--- config.mk ---
export PLATFORM = sky130hd
export DESIGN_NAME = mrat_ctrl_flat
export DESIGN_NICKNAME = d
export VERILOG_FILES = /design/src/hdl/mrat_pkg.sv /design/src/hdl/mrat_if.sv /design/src/hdl/mrat_gap.sv /design/src/hdl/mrat_ctrl.sv /design/src/flat_wrapper.sv
export SDC_FILE = /design/constraint.sdc
export NUM_CORES = 1
export LEC_CHECK = 0
export ABC_AREA = 1
export ABC_CLOCK_PERIOD_IN_PS = 2800
export BUFFER_PORTS_ARGS = -buffer_cell sky130_fd_sc_hd__buf_4
export CORE_UTILIZATION = 55
export CTS_CLUSTER_SIZE = 25
export DETAILED_ROUTE_END_ITERATION = 10
export PLACE_DENSITY = 0.78
export RECOVER_POWER = 50
export SLEW_MARGIN = 5
export SYNTH_ARGS = -nofsm -noshare
export SYNTH_HDL_FRONTEND = slang
export SYNTH_SLANG_ARGS = --single-unit
--- constraint.sdc ---
create_clock -name clock -period 2.8 [get_ports clock]
set_input_delay 0.28 -clock clock [delete_from_list [all_inputs] [get_ports clock]]
set_output_delay 0.28 -clock clock [all_outputs]
set_load 0.02 [all_outputs]
--- src/hdl/mrat_pkg.sv ---
// Shared constants, command codes and timing counts for the mode register access link.
package mrat_pkg;

  localparam int MA_W = 6;
  localparam int OP_W = 8;
  localparam int CA_W = 6;
  localparam int MR_N = 64;
  localparam int GAP_W = 8;

  // Command codes carried on the command/address lines in the cycle with chip select high.
  localparam logic [CA_W-1:0] CMD_MRR = 6'h0E;
  localparam logic [CA_W-1:0] CMD_MRW = 6'h06;
  localparam logic [CA_W-1:0] CMD_ACT = 6'h01;
  localparam logic [CA_W-1:0] CMD_PRE = 6'h10;
  localparam logic [CA_W-1:0] CMD_RD = 6'h02;
  localparam logic [CA_W-1:0] CMD_WR = 6'h04;
  localparam logic [CA_W-1:0] CMD_OTHER = 6'h20;

  // Read-only mode registers; writes to them are dropped.
  localparam logic [MR_N-1:0] MR_RO_MASK = 64'h0000_0000_0000_01F1;
  localparam logic [OP_W-1:0] MR_RESET = 8'h00;

  typedef enum logic [3:0] {
    OP_RD, OP_RDA, OP_RDF, OP_RDC, OP_WR, OP_WRA, OP_MWR, OP_MWRA, OP_WRF,
    OP_MRR, OP_MRW, OP_ACT, OP_PRE, OP_PDE, OP_PDX
  } mrat_op_t;

  // Clock and latency settings.
  localparam int T_CK_PS = 10000;
  localparam int RL_NCK = 14;
  localparam int WL_NCK = 8;
  localparam int MRR_BL = 16;
  localparam int BL_HALF = MRR_BL / 2;
  localparam int MRR_HOLD_NCK = 2;
  localparam int WPRE_NCK = 2;
  localparam int NRTP_NCK = 8;
  localparam int NWR_NCK = 6;
  localparam int MRR_NCK = 8;
  localparam int MRW_FLOOR_NCK = 8;
  localparam int RTP_BASE_NCK = 8;
  localparam int MRR_MRW_EXTRA_NCK = 3;
  localparam int WR_EXTRA_NCK = 1;

  // Times in picoseconds as printed or as plain defaults.
  localparam int T_DQSCK_MAX_PS = 3500;
  localparam int T_WTR_PS = 10000;
  localparam int T_RPST_PS = 5000;
  localparam int T_MRWGAP_PS = 7500;
  localparam int T_XP_PS = 7500;
  localparam int T_RCD_PS = 18000;
  localparam int T_MRD_PS = 14000;
  localparam int T_MRW_PS = 10000;

  function automatic int ru_nck(input int ps);
    int n;
    n = (ps + T_CK_PS - 1) / T_CK_PS;
    return (n < 1) ? 1 : n;
  endfunction

  function automatic int max_i(input int a, input int b);
    return (a > b) ? a : b;
  endfunction

  localparam int N_DQSCK = ru_nck(T_DQSCK_MAX_PS);
  localparam int N_RPST = T_RPST_PS / T_CK_PS;
  localparam int N_MRWGAP = max_i(ru_nck(T_MRWGAP_PS), MRW_FLOOR_NCK);

  // Least spacing in clocks between a leading command and the one that follows.
  localparam logic [GAP_W-1:0] GAP_MRR_ANY = GAP_W'(MRR_NCK);
  localparam logic [GAP_W-1:0] GAP_RD_MRR = GAP_W'(BL_HALF);
  localparam logic [GAP_W-1:0] GAP_WR_MRR = GAP_W'(WL_NCK + WR_EXTRA_NCK + BL_HALF + ru_nck(T_WTR_PS));
  localparam logic [GAP_W-1:0] GAP_PDX_MRR = GAP_W'(ru_nck(T_XP_PS) + ru_nck(T_RCD_PS));
  localparam logic [GAP_W-1:0] GAP_MRR_WR = GAP_W'(RL_NCK + N_DQSCK + BL_HALF - WL_NCK + WPRE_NCK + N_RPST);
  localparam logic [GAP_W-1:0] GAP_MRR_MRW = GAP_W'(RL_NCK + N_DQSCK + BL_HALF + MRR_MRW_EXTRA_NCK);
  localparam logic [GAP_W-1:0] GAP_RD_MRW = GAP_W'(RL_NCK + BL_HALF + N_DQSCK + N_RPST + N_MRWGAP);
  localparam logic [GAP_W-1:0] GAP_RDA_MRW = GAP_W'(RL_NCK + BL_HALF + N_DQSCK + N_RPST + N_MRWGAP
                                                    + NRTP_NCK - RTP_BASE_NCK);
  localparam logic [GAP_W-1:0] GAP_WR_MRW = GAP_W'(WL_NCK + WR_EXTRA_NCK + BL_HALF + N_MRWGAP);
  localparam logic [GAP_W-1:0] GAP_WRA_MRW = GAP_W'(WL_NCK + WR_EXTRA_NCK + BL_HALF + N_MRWGAP + NWR_NCK);
  localparam logic [GAP_W-1:0] GAP_MRD = GAP_W'(ru_nck(T_MRD_PS));
  localparam logic [GAP_W-1:0] GAP_MRW_MRW = GAP_W'(ru_nck(T_MRW_PS));

  // Device read path: address beat arrives one cycle after the command beat.
  localparam int MRR_PIPE = RL_NCK - 2;

  // Gap tracker indices, one per class of following command.
  localparam int G_ANY = 0;
  localparam int G_MRR = 1;
  localparam int G_RD = 2;
  localparam int G_WR = 3;
  localparam int G_MRW = 4;
  localparam int GAP_N = 5;

endpackage

--- src/hdl/mrat_if.sv ---
// Command and data link between the controller end and the memory end.
`timescale 1ns/1ns
interface mrat_if;
  logic cke;
  logic cs;
  logic [5:0] ca;
  logic [7:0] dq_o;
  logic dq_oe;
  logic dqs_o;

  modport ctrl (
    output cke,
    output cs,
    output ca,
    input dq_o,
    input dq_oe,
    input dqs_o
  );

  modport dev (
    input cke,
    input cs,
    input ca,
    output dq_o,
    output dq_oe,
    output dqs_o
  );
endinterface

--- src/hdl/mrat_gap.sv ---
// Down-counter that holds off one class of command until its least spacing has passed.
`timescale 1ns/1ns
module mrat_gap
(
  input wire logic clock,
  input wire logic rst_n,
  input wire logic ce,
  input wire logic load,
  input wire logic [mrat_pkg::GAP_W-1:0] load_val,
  output logic idle
);
  import mrat_pkg::*;

  logic [GAP_W-1:0] cnt_q;
  logic [GAP_W-1:0] cnt_d;
  wire [GAP_W-1:0] dec_val = (cnt_q != '0) ? cnt_q - 8'h01 : cnt_q;
  wire [GAP_W-1:0] ld_cnt = load_val - 8'h01;

  // A shorter new spacing never cuts an older, longer one short.
  assign cnt_d = (load && ld_cnt > dec_val) ? ld_cnt : dec_val;
  assign idle = (cnt_q == '0);

  always_ff @(posedge clock)
  begin
    if (!rst_n)
      cnt_q <= '0;
    else if (ce)
      cnt_q <= cnt_d;
  end
endmodule

--- src/hdl/mrat_ctrl.sv ---
// Controller end: issues mode register and data commands with the least spacing between them.
// Function
// Mode register read burst is always sixteen.
// Only deselects during the register read period.
// Read to register read: half burst.
// Write to register read: WL+1+BL/2+tWTR.
// Write-to-read time counts from burst end.
// Power-down exit adds exit and wake-up time.
// Register write taken with cke, select, lines.
// No register write inside write period.
// Writes to read-only registers change nothing.
// Register write keeps bank state unchanged.
// Register read keeps bank state unchanged.
// Register read to write: latency-based gap.
// Register read to register write: RL+DQSCK+BL/2+3.
// Reads to register write: latency plus eight.
// Writes to register write: latency plus eight.
// Mode-set delay after register write.
// Readback byte on low lane, four beats.
// Six-bit address selects one of sixty-four.
`timescale 1ns/1ns
module mrat_ctrl
(
  input wire logic clock,
  input wire logic rst_n,
  input wire logic ce,
  input wire logic req_valid,
  input wire mrat_pkg::mrat_op_t req_op,
  input wire logic [mrat_pkg::MA_W-1:0] req_addr,
  input wire logic [mrat_pkg::OP_W-1:0] req_data,
  output logic req_ack,
  output logic rd_valid,
  output logic [mrat_pkg::OP_W-1:0] rd_data,
  output logic pd_active,
  mrat_if.ctrl mem
);
  import mrat_pkg::*;

  typedef enum logic {C_IDLE, C_BEAT} mrat_cst_t;

  mrat_cst_t state_q;
  logic [1:0] beats_q;
  logic [3*CA_W-1:0] shift_q;
  logic cke_q;
  logic cs_q;
  logic [CA_W-1:0] ca_q;
  logic ack_q;
  logic rdv_q;
  logic [OP_W-1:0] rdd_q;
  logic [2:0] beat_q;
  logic gap_idle [GAP_N];
  logic [GAP_W-1:0] ld_val [GAP_N];

  // Command classes.
  wire is_mrr = req_op == OP_MRR;
  wire is_mrw = req_op == OP_MRW;
  wire is_rd = req_op == OP_RD || req_op == OP_RDF || req_op == OP_RDC;
  wire is_rda = req_op == OP_RDA;
  wire is_wr = req_op == OP_WR || req_op == OP_MWR || req_op == OP_WRF;
  wire is_wra = req_op == OP_WRA || req_op == OP_MWRA;
  wire is_pde = req_op == OP_PDE;
  wire is_pdx = req_op == OP_PDX;
  wire is_col_rd = is_rd || is_rda;
  wire is_col_wr = is_wr || is_wra;

  // The class of a request picks which tracker it must wait on.
  wire class_ok = (!is_mrr || gap_idle[G_MRR]) && (!is_col_rd || gap_idle[G_RD])
                  && (!is_col_wr || gap_idle[G_WR]) && (!is_mrw || gap_idle[G_MRW]);
  // Only power-down exit is legal while cke is low, and only then.
  wire pd_ok = cke_q ? !is_pdx : is_pdx;
  // deselect during register read
  wire allowed = gap_idle[G_ANY] && class_ok && pd_ok;
  wire issue = ce && state_q == C_IDLE && req_valid && !ack_q && allowed;

  // Encoding on the command lines for the first beat.
  wire [CA_W-1:0] cmd_code = is_mrr ? CMD_MRR : is_mrw ? CMD_MRW : req_op == OP_ACT ? CMD_ACT
                             : req_op == OP_PRE ? CMD_PRE : is_col_rd ? CMD_RD : is_col_wr ? CMD_WR
                             : CMD_OTHER;
  wire drives_cs = !is_pde && !is_pdx;
  // address then data on six lines
  wire [3*CA_W-1:0] beat_pay = {4'h0, req_data[7:6], req_data[5:0], req_addr};
  wire [1:0] beat_cnt = is_mrw ? 2'd3 : is_mrr ? 2'd1 : 2'd0;

  // Register read blocks everything for its period.
  assign ld_val[G_ANY] = is_mrr ? GAP_MRR_ANY : '0;

  // read to register read
  // write to register read
  // write-to-read from burst end
  // exit plus wake-up
  // mode-set delay to read
  assign ld_val[G_MRR] = is_col_rd ? GAP_RD_MRR : is_col_wr ? GAP_WR_MRR : is_mrw ? GAP_MRD
                         : is_pdx ? GAP_PDX_MRR : is_mrr ? GAP_MRR_ANY : '0;

  // mode-set delay to reads
  assign ld_val[G_RD] = is_mrr ? GAP_MRR_ANY : is_mrw ? GAP_MRD : '0;

  // register read to write
  // mode-set delay to writes
  assign ld_val[G_WR] = is_mrr ? GAP_MRR_WR : is_mrw ? GAP_MRD : '0;

  // write period between writes
  // register read to write
  // reads to register write
  // writes to register write
  assign ld_val[G_MRW] = is_mrr ? GAP_MRR_MRW : is_rd ? GAP_RD_MRW : is_rda ? GAP_RDA_MRW
                         : is_wr ? GAP_WR_MRW : is_wra ? GAP_WRA_MRW : is_mrw ? GAP_MRW_MRW : '0;

  for (genvar g = 0; g < GAP_N; g++)
  begin : g_gap
    mrat_gap u_gap (
      .clock(clock),
      .rst_n(rst_n),
      .ce(ce),
      .load(issue && ld_val[g] != '0),
      .load_val(ld_val[g]),
      .idle(gap_idle[g])
    );
  end

  always_ff @(posedge clock)
  begin
    if (!rst_n)
    begin
      state_q <= C_IDLE;
      beats_q <= '0;
      shift_q <= '0;
    end
    else if (issue && beat_cnt != '0)
    begin
      state_q <= C_BEAT;
      beats_q <= beat_cnt;
      shift_q <= beat_pay;
    end
    else if (ce && state_q == C_BEAT)
    begin
      state_q <= (beats_q == 2'd1) ? C_IDLE : C_BEAT;
      beats_q <= beats_q - 2'd1;
      shift_q <= shift_q >> CA_W;
    end
  end

  always_ff @(posedge clock)
  begin
    if (!rst_n)
    begin
      cs_q <= 1'b0;
      ca_q <= '0;
    end
    else if (issue)
    begin
      cs_q <= drives_cs;
      ca_q <= drives_cs ? cmd_code : '0;
    end
    else if (ce)
    begin
      cs_q <= 1'b0;
      ca_q <= (state_q == C_BEAT) ? shift_q[CA_W-1:0] : '0;
    end
  end

  always_ff @(posedge clock)
  begin
    if (!rst_n)
      cke_q <= 1'b1;
    else if (issue && is_pde)
      cke_q <= 1'b0;
    else if (issue && is_pdx)
      cke_q <= 1'b1;
  end

  always_ff @(posedge clock)
  begin
    if (!rst_n)
      ack_q <= 1'b0;
    else if (ce)
      ack_q <= issue;
  end

  // Beats are counted instead of watching the enable rise, because readbacks at the least spacing run back to back.
  wire burst_first = mem.dq_oe && beat_q == '0;
  wire [2:0] beat_nx = (mem.dq_oe && beat_q != 3'(BL_HALF - 1)) ? beat_q + 3'h1 : '0;

  // sample the low byte at burst start
  always_ff @(posedge clock)
  begin
    if (!rst_n)
    begin
      beat_q <= '0;
      rdv_q <= 1'b0;
      rdd_q <= '0;
    end
    else if (ce)
    begin
      beat_q <= beat_nx;
      rdv_q <= burst_first;
      if (burst_first)
        rdd_q <= mem.dq_o;
    end
  end

  assign mem.cke = cke_q;
  assign mem.cs = cs_q;
  assign mem.ca = ca_q;
  assign req_ack = ack_q;
  assign rd_valid = rdv_q;
  assign rd_data = rdd_q;
  assign pd_active = !cke_q;
endmodule

--- src/flat_wrapper.sv ---
// flat-port wrapper written by rule: the top's interface ports become plain ports
module mrat_ctrl_flat import mrat_pkg::*;
  (clock, rst_n, ce, req_valid, req_op, req_addr, req_data, req_ack, rd_valid, rd_data, pd_active, mem_cke, mem_cs, mem_ca, mem_dq_o, mem_dq_oe, mem_dqs_o);
  mrat_if mem_i ();
  input wire logic clock;
  input wire logic rst_n;
  input wire logic ce;
  input wire logic req_valid;
  input wire mrat_pkg::mrat_op_t req_op;
  input wire logic [mrat_pkg::MA_W-1:0] req_addr;
  input wire logic [mrat_pkg::OP_W-1:0] req_data;
  output logic req_ack;
  output logic rd_valid;
  output logic [mrat_pkg::OP_W-1:0] rd_data;
  output logic pd_active;
  output wire logic [$bits(mem_i.cke)-1:0] mem_cke;
  output wire logic [$bits(mem_i.cs)-1:0] mem_cs;
  output wire logic [$bits(mem_i.ca)-1:0] mem_ca;
  input wire logic [$bits(mem_i.dq_o)-1:0] mem_dq_o;
  input wire logic [$bits(mem_i.dq_oe)-1:0] mem_dq_oe;
  input wire logic [$bits(mem_i.dqs_o)-1:0] mem_dqs_o;
  assign mem_cke = mem_i.cke;
  assign mem_cs = mem_i.cs;
  assign mem_ca = mem_i.ca;
  assign mem_i.dq_o = mem_dq_o;
  assign mem_i.dq_oe = mem_dq_oe;
  assign mem_i.dqs_o = mem_dqs_o;
  mrat_ctrl u_core (.clock(clock), .rst_n(rst_n), .ce(ce), .req_valid(req_valid), .req_op(req_op), .req_addr(req_addr), .req_data(req_data), .req_ack(req_ack), .rd_valid(rd_valid), .rd_data(rd_data), .pd_active(pd_active), .mem(mem_i));
endmodule
==> results.cfg <==
[synth]
ys_seq_elements = 78
ys_warn_count = 0
yosysSeqAreaShare = 0.283
synthesis.area_sq_um = 5510
syn-instance-count = 832
synth-main-ff-cell = dfxtp_1
synthDistinctLibCells = 38
synth_nets = 920
synth_area_per_cell_sq_um = 6.63
synth_edf_count = 0
ys_async_sr_fraction = 0

[floorplanning]
start_util = 0.567
io_pins = 51
dieWidth_microns = 102
die_h_microns = 102
core_area_sq_um = 9730
rows = 36
die_area_sq_um = 10400

[routing]
route.detailed.drc = 0
routed_wl_mm = 14.6
drt-initial-drc-count = 341
via_count = 5712
ant_nets = 0
first_pass_iters = 5
wl_per_cell_microns = 14.0
vias_per_cell = 5.48

[global_route]
antenna_found_initial = 0
grt_max_degree = 56
grt-ovfl-total = 0
grt_first_pass_wirelength_mm = 24.2
grt_pass1_vias = 5435
grt_use_total = 0.292

[cells_and_area]
postLayoutCellArea_sq_um = 6420
stdcell_count = 1043
final_nets = 993
diodes = 0
seqCellArea_sq_um = 1570
fill_cells = 891
layout-drive-gt1-share = 0.155
multi_input_area_sq_um = 3510
fin_util = 0.660
areaGrowthSynthToFinish_pct = 16.5

[placed_design]
placed_area_sq_um = 6190
io_buffers = 49
hpwl_mm = 10.6
place_congestion = 0.909
dpl_worst_slack_ns = -0.0979
placed_cells = 1024

[sta]
skew_ns = 0.0103
rsz0062_at_grt = true
worst_slack_ns = 0.0757
period_share = 0.973
setup-violations-final = 0
tightest_slew_ns = 0.686
max_slew_margin = 0.542
clock.fmax_mhz = 367
maxSlewViolCount = 0
period_minus_slack_ns = 2.72
finalHoldViolations = 0

[critical_path]
crit_path_max_incr_delay_ns = 0.37
crit_path_end_kind = register
cpMostUsedCell = nand3_1
cp_cell_sequence = inv_1 -> ha_1 -> nand3_1 -> nor2_2 -> buf_4 -> a21oi_1 -> o21ai_1 -> ha_1 -> nand2_1 -> nor2_2 -> nand3_1 -> o21ai_1 -> inv_1 -> nand2_4 -> nor2_8 -> buf_4 -> nand3_1 -> nand3_1 -> nand2_1 -> inv_1
critPathMaxFanout = 5
cp_slowest_cell = dfxtp_2
cp-start-kind = register
critical_path_buf_inv_count = 5
worstSetupPathType = register to register
crit_family = simple AND/OR/NAND/NOR gates
worstPathRequired_ns = 3.07
cp_data_arrival_time_ns = 3.00

[clocking]
htree_levels = 3
cts_tree = yes
cts-root-buf = clkbuf_8
clock_path_buffers = 2
clock_latency_ns = 0.37
path_clk_slew_ns = 0.10
cts_buffers = 9
cts.sinks = 78

[power]
max-vdd-ir-drop_mv = 0.457
p_per_area_nw_per_um2 = 1040
leakagePower_uw = 0.00301
total_power_uw = 6690

[flow_run]
maxCapViolCount = 0

[outcome]
outcome = finished, final reports clean

[worst_hold_path]
min_path_type = primary input to register
[final cells by class]
cell class                      count  area share
Timing Repair Buffer               85      0.0877
Tap cell                          133      0.0259
Sequential cell                    78       0.245
Clock buffer                        9      0.0193
Multi-Input combinational cell    619       0.547
Inverter                          112      0.0659
Clock inverter                      7     0.00974
[worst paths after layout]
check | from | to | slack [ns] | cells past startpoint
hold reg to reg | u_core.rd_valid | u_core.rd_valid | 0.48 | 2
setup reg to reg | u_core.g_gap[1].u_gap.cnt_q[1] | u_core.g_gap[1].u_gap.cnt_q[7] | 0.08 | 20
hold / removal | mem_dq_o[5] | u_core.rd_data[5] | 0.12 | 3
setup / recovery | u_core.g_gap[1].u_gap.cnt_q[1] | u_core.g_gap[1].u_gap.cnt_q[7] | 0.08 | 20
[Yosys cell counts, types with 6 or more instances]
| cell | number | share of area |
|---|---|---|
| nand2_2 | 6 | 0.0068 |
| dfxtp_1 | 78 | 0.28 |
| clkbuf_1 | 16 | 0.011 |
| inv_1 | 103 | 0.070 |
| nor3_1 | 12 | 0.011 |
| nand2_1 | 182 | 0.12 |
| a21oi_1 | 84 | 0.076 |
| xor2_1 | 16 | 0.025 |
| a31oi_1 | 11 | 0.012 |
| nand4_1 | 10 | 0.011 |
| o21ai_0 | 41 | 0.037 |
| ha_1 | 56 | 0.13 |
| nor2_1 | 90 | 0.061 |
| nand3_1 | 63 | 0.057 |
| nor2_2 | 11 | 0.012 |
| inv_2 | 6 | 0.0041 |
[report_power, final]
| part | leakage, uW | total (uW) | internal [uW] | switching [uW] |
|---|---|---|---|---|
| sequential | 0.000640 | 1550 | 1320 | 230 |
| combinational | 0.00228 | 4300 | 1710 | 2590 |
| clock | 0.0000927 | 835 | 341 | 494 |
[worst min-delay path, delay by kind of cell]
kind	cells	cell delay [ns]
AND/OR/NAND/NOR	2	0.11
buffers and inverters	1	0.08
[per-layer routing]
metal	track usage	wire [microns]	up-vias
met2	0.507	7130	191
met1	0.359	6360	2615
li1	-	-	2868
met5	0	0	-
met3	0.0349	706	38
met4	0.140	400	0
[cells by family (layout without fill, tap and decap cells)]
group | after synthesis | in the layout | share of synthesized area
flip-flops | 78 | 78 | 0.283
AO/OA/AOI/OAI | 154 | 154 | 0.149
buffers and inverters | 136 | 213 | 0.0965
AND/OR/NAND/NOR | 389 | 390 | 0.314
XOR/XNOR | 19 | 19 | 0.0302
adder cells (fa/ha/maj) | 56 | 56 | 0.127
[repair_timing]
item	4_1_cts	5_1_grt
setup endpoints to repair	0	32
resized for setup	0	35
hold endpoints to repair	0	0
hold buffers	0	0
buffers inserted	0	2
[flip-flops by register name, summed over array words and instances, names as in the netlist]
| name | flops |
|---|---|
| u_core.shift_q | 14 |
| u_core.beats_q | 2 |
| u_core.mem.cke | 1 |
| u_core.rd_valid | 1 |
| u_core.rd_data | 8 |
| u_core.g_gap.u_gap.cnt_q | 40 |
| u_core.state_q | 1 |
| u_core.req_ack | 1 |
| u_core.mem.ca | 6 |
| u_core.beat_q | 3 |
| u_core.mem.cs | 1 |
[through the flow]
stage                     TNS [ns]  hold WS [ns]
after floorplan                  0         0.415
after global placement           0         0.453
after detailed placement    -0.603         0.468
after CTS                        0         0.119
after global routing        -0.342         0.124
final                            0         0.125
[cell usage in the layout (no fill, tap or decap), types with 2 or more instances in the layout]
cell      Yosys  layout
nand3_1      63      63
nor3_2        0       7
ha_1         56      55
xor2_1       16      16
o21ai_0      41      35
xnor2_1       3       3
o21a_1        5       5
inv_1       103     101
nor2_2       11      14
clkbuf_1     16      20
and3_1        2       2
nor2_1       90      86
buf_4         0      65
a21oi_2       0       4
nor2_8        2       2
a31oi_1      11      11
nor2_4        5       7
nor3_1       12       5
clkinv_1      2       2
nand2_2       6       6
dfxtp_2       0       5
o211ai_1      5       5
a22oi_1       2       2
o21ai_1       2       8
a21oi_1      84      80
nand2_1     182     181
inv_2         6       8
nor4_1        2       2
clkbuf_8      0       9
dfxtp_1      78      72
clkinv_4      0       2
nand4_1      10      10
inv_6         0       3
Power figures use the tool's default switching activity.
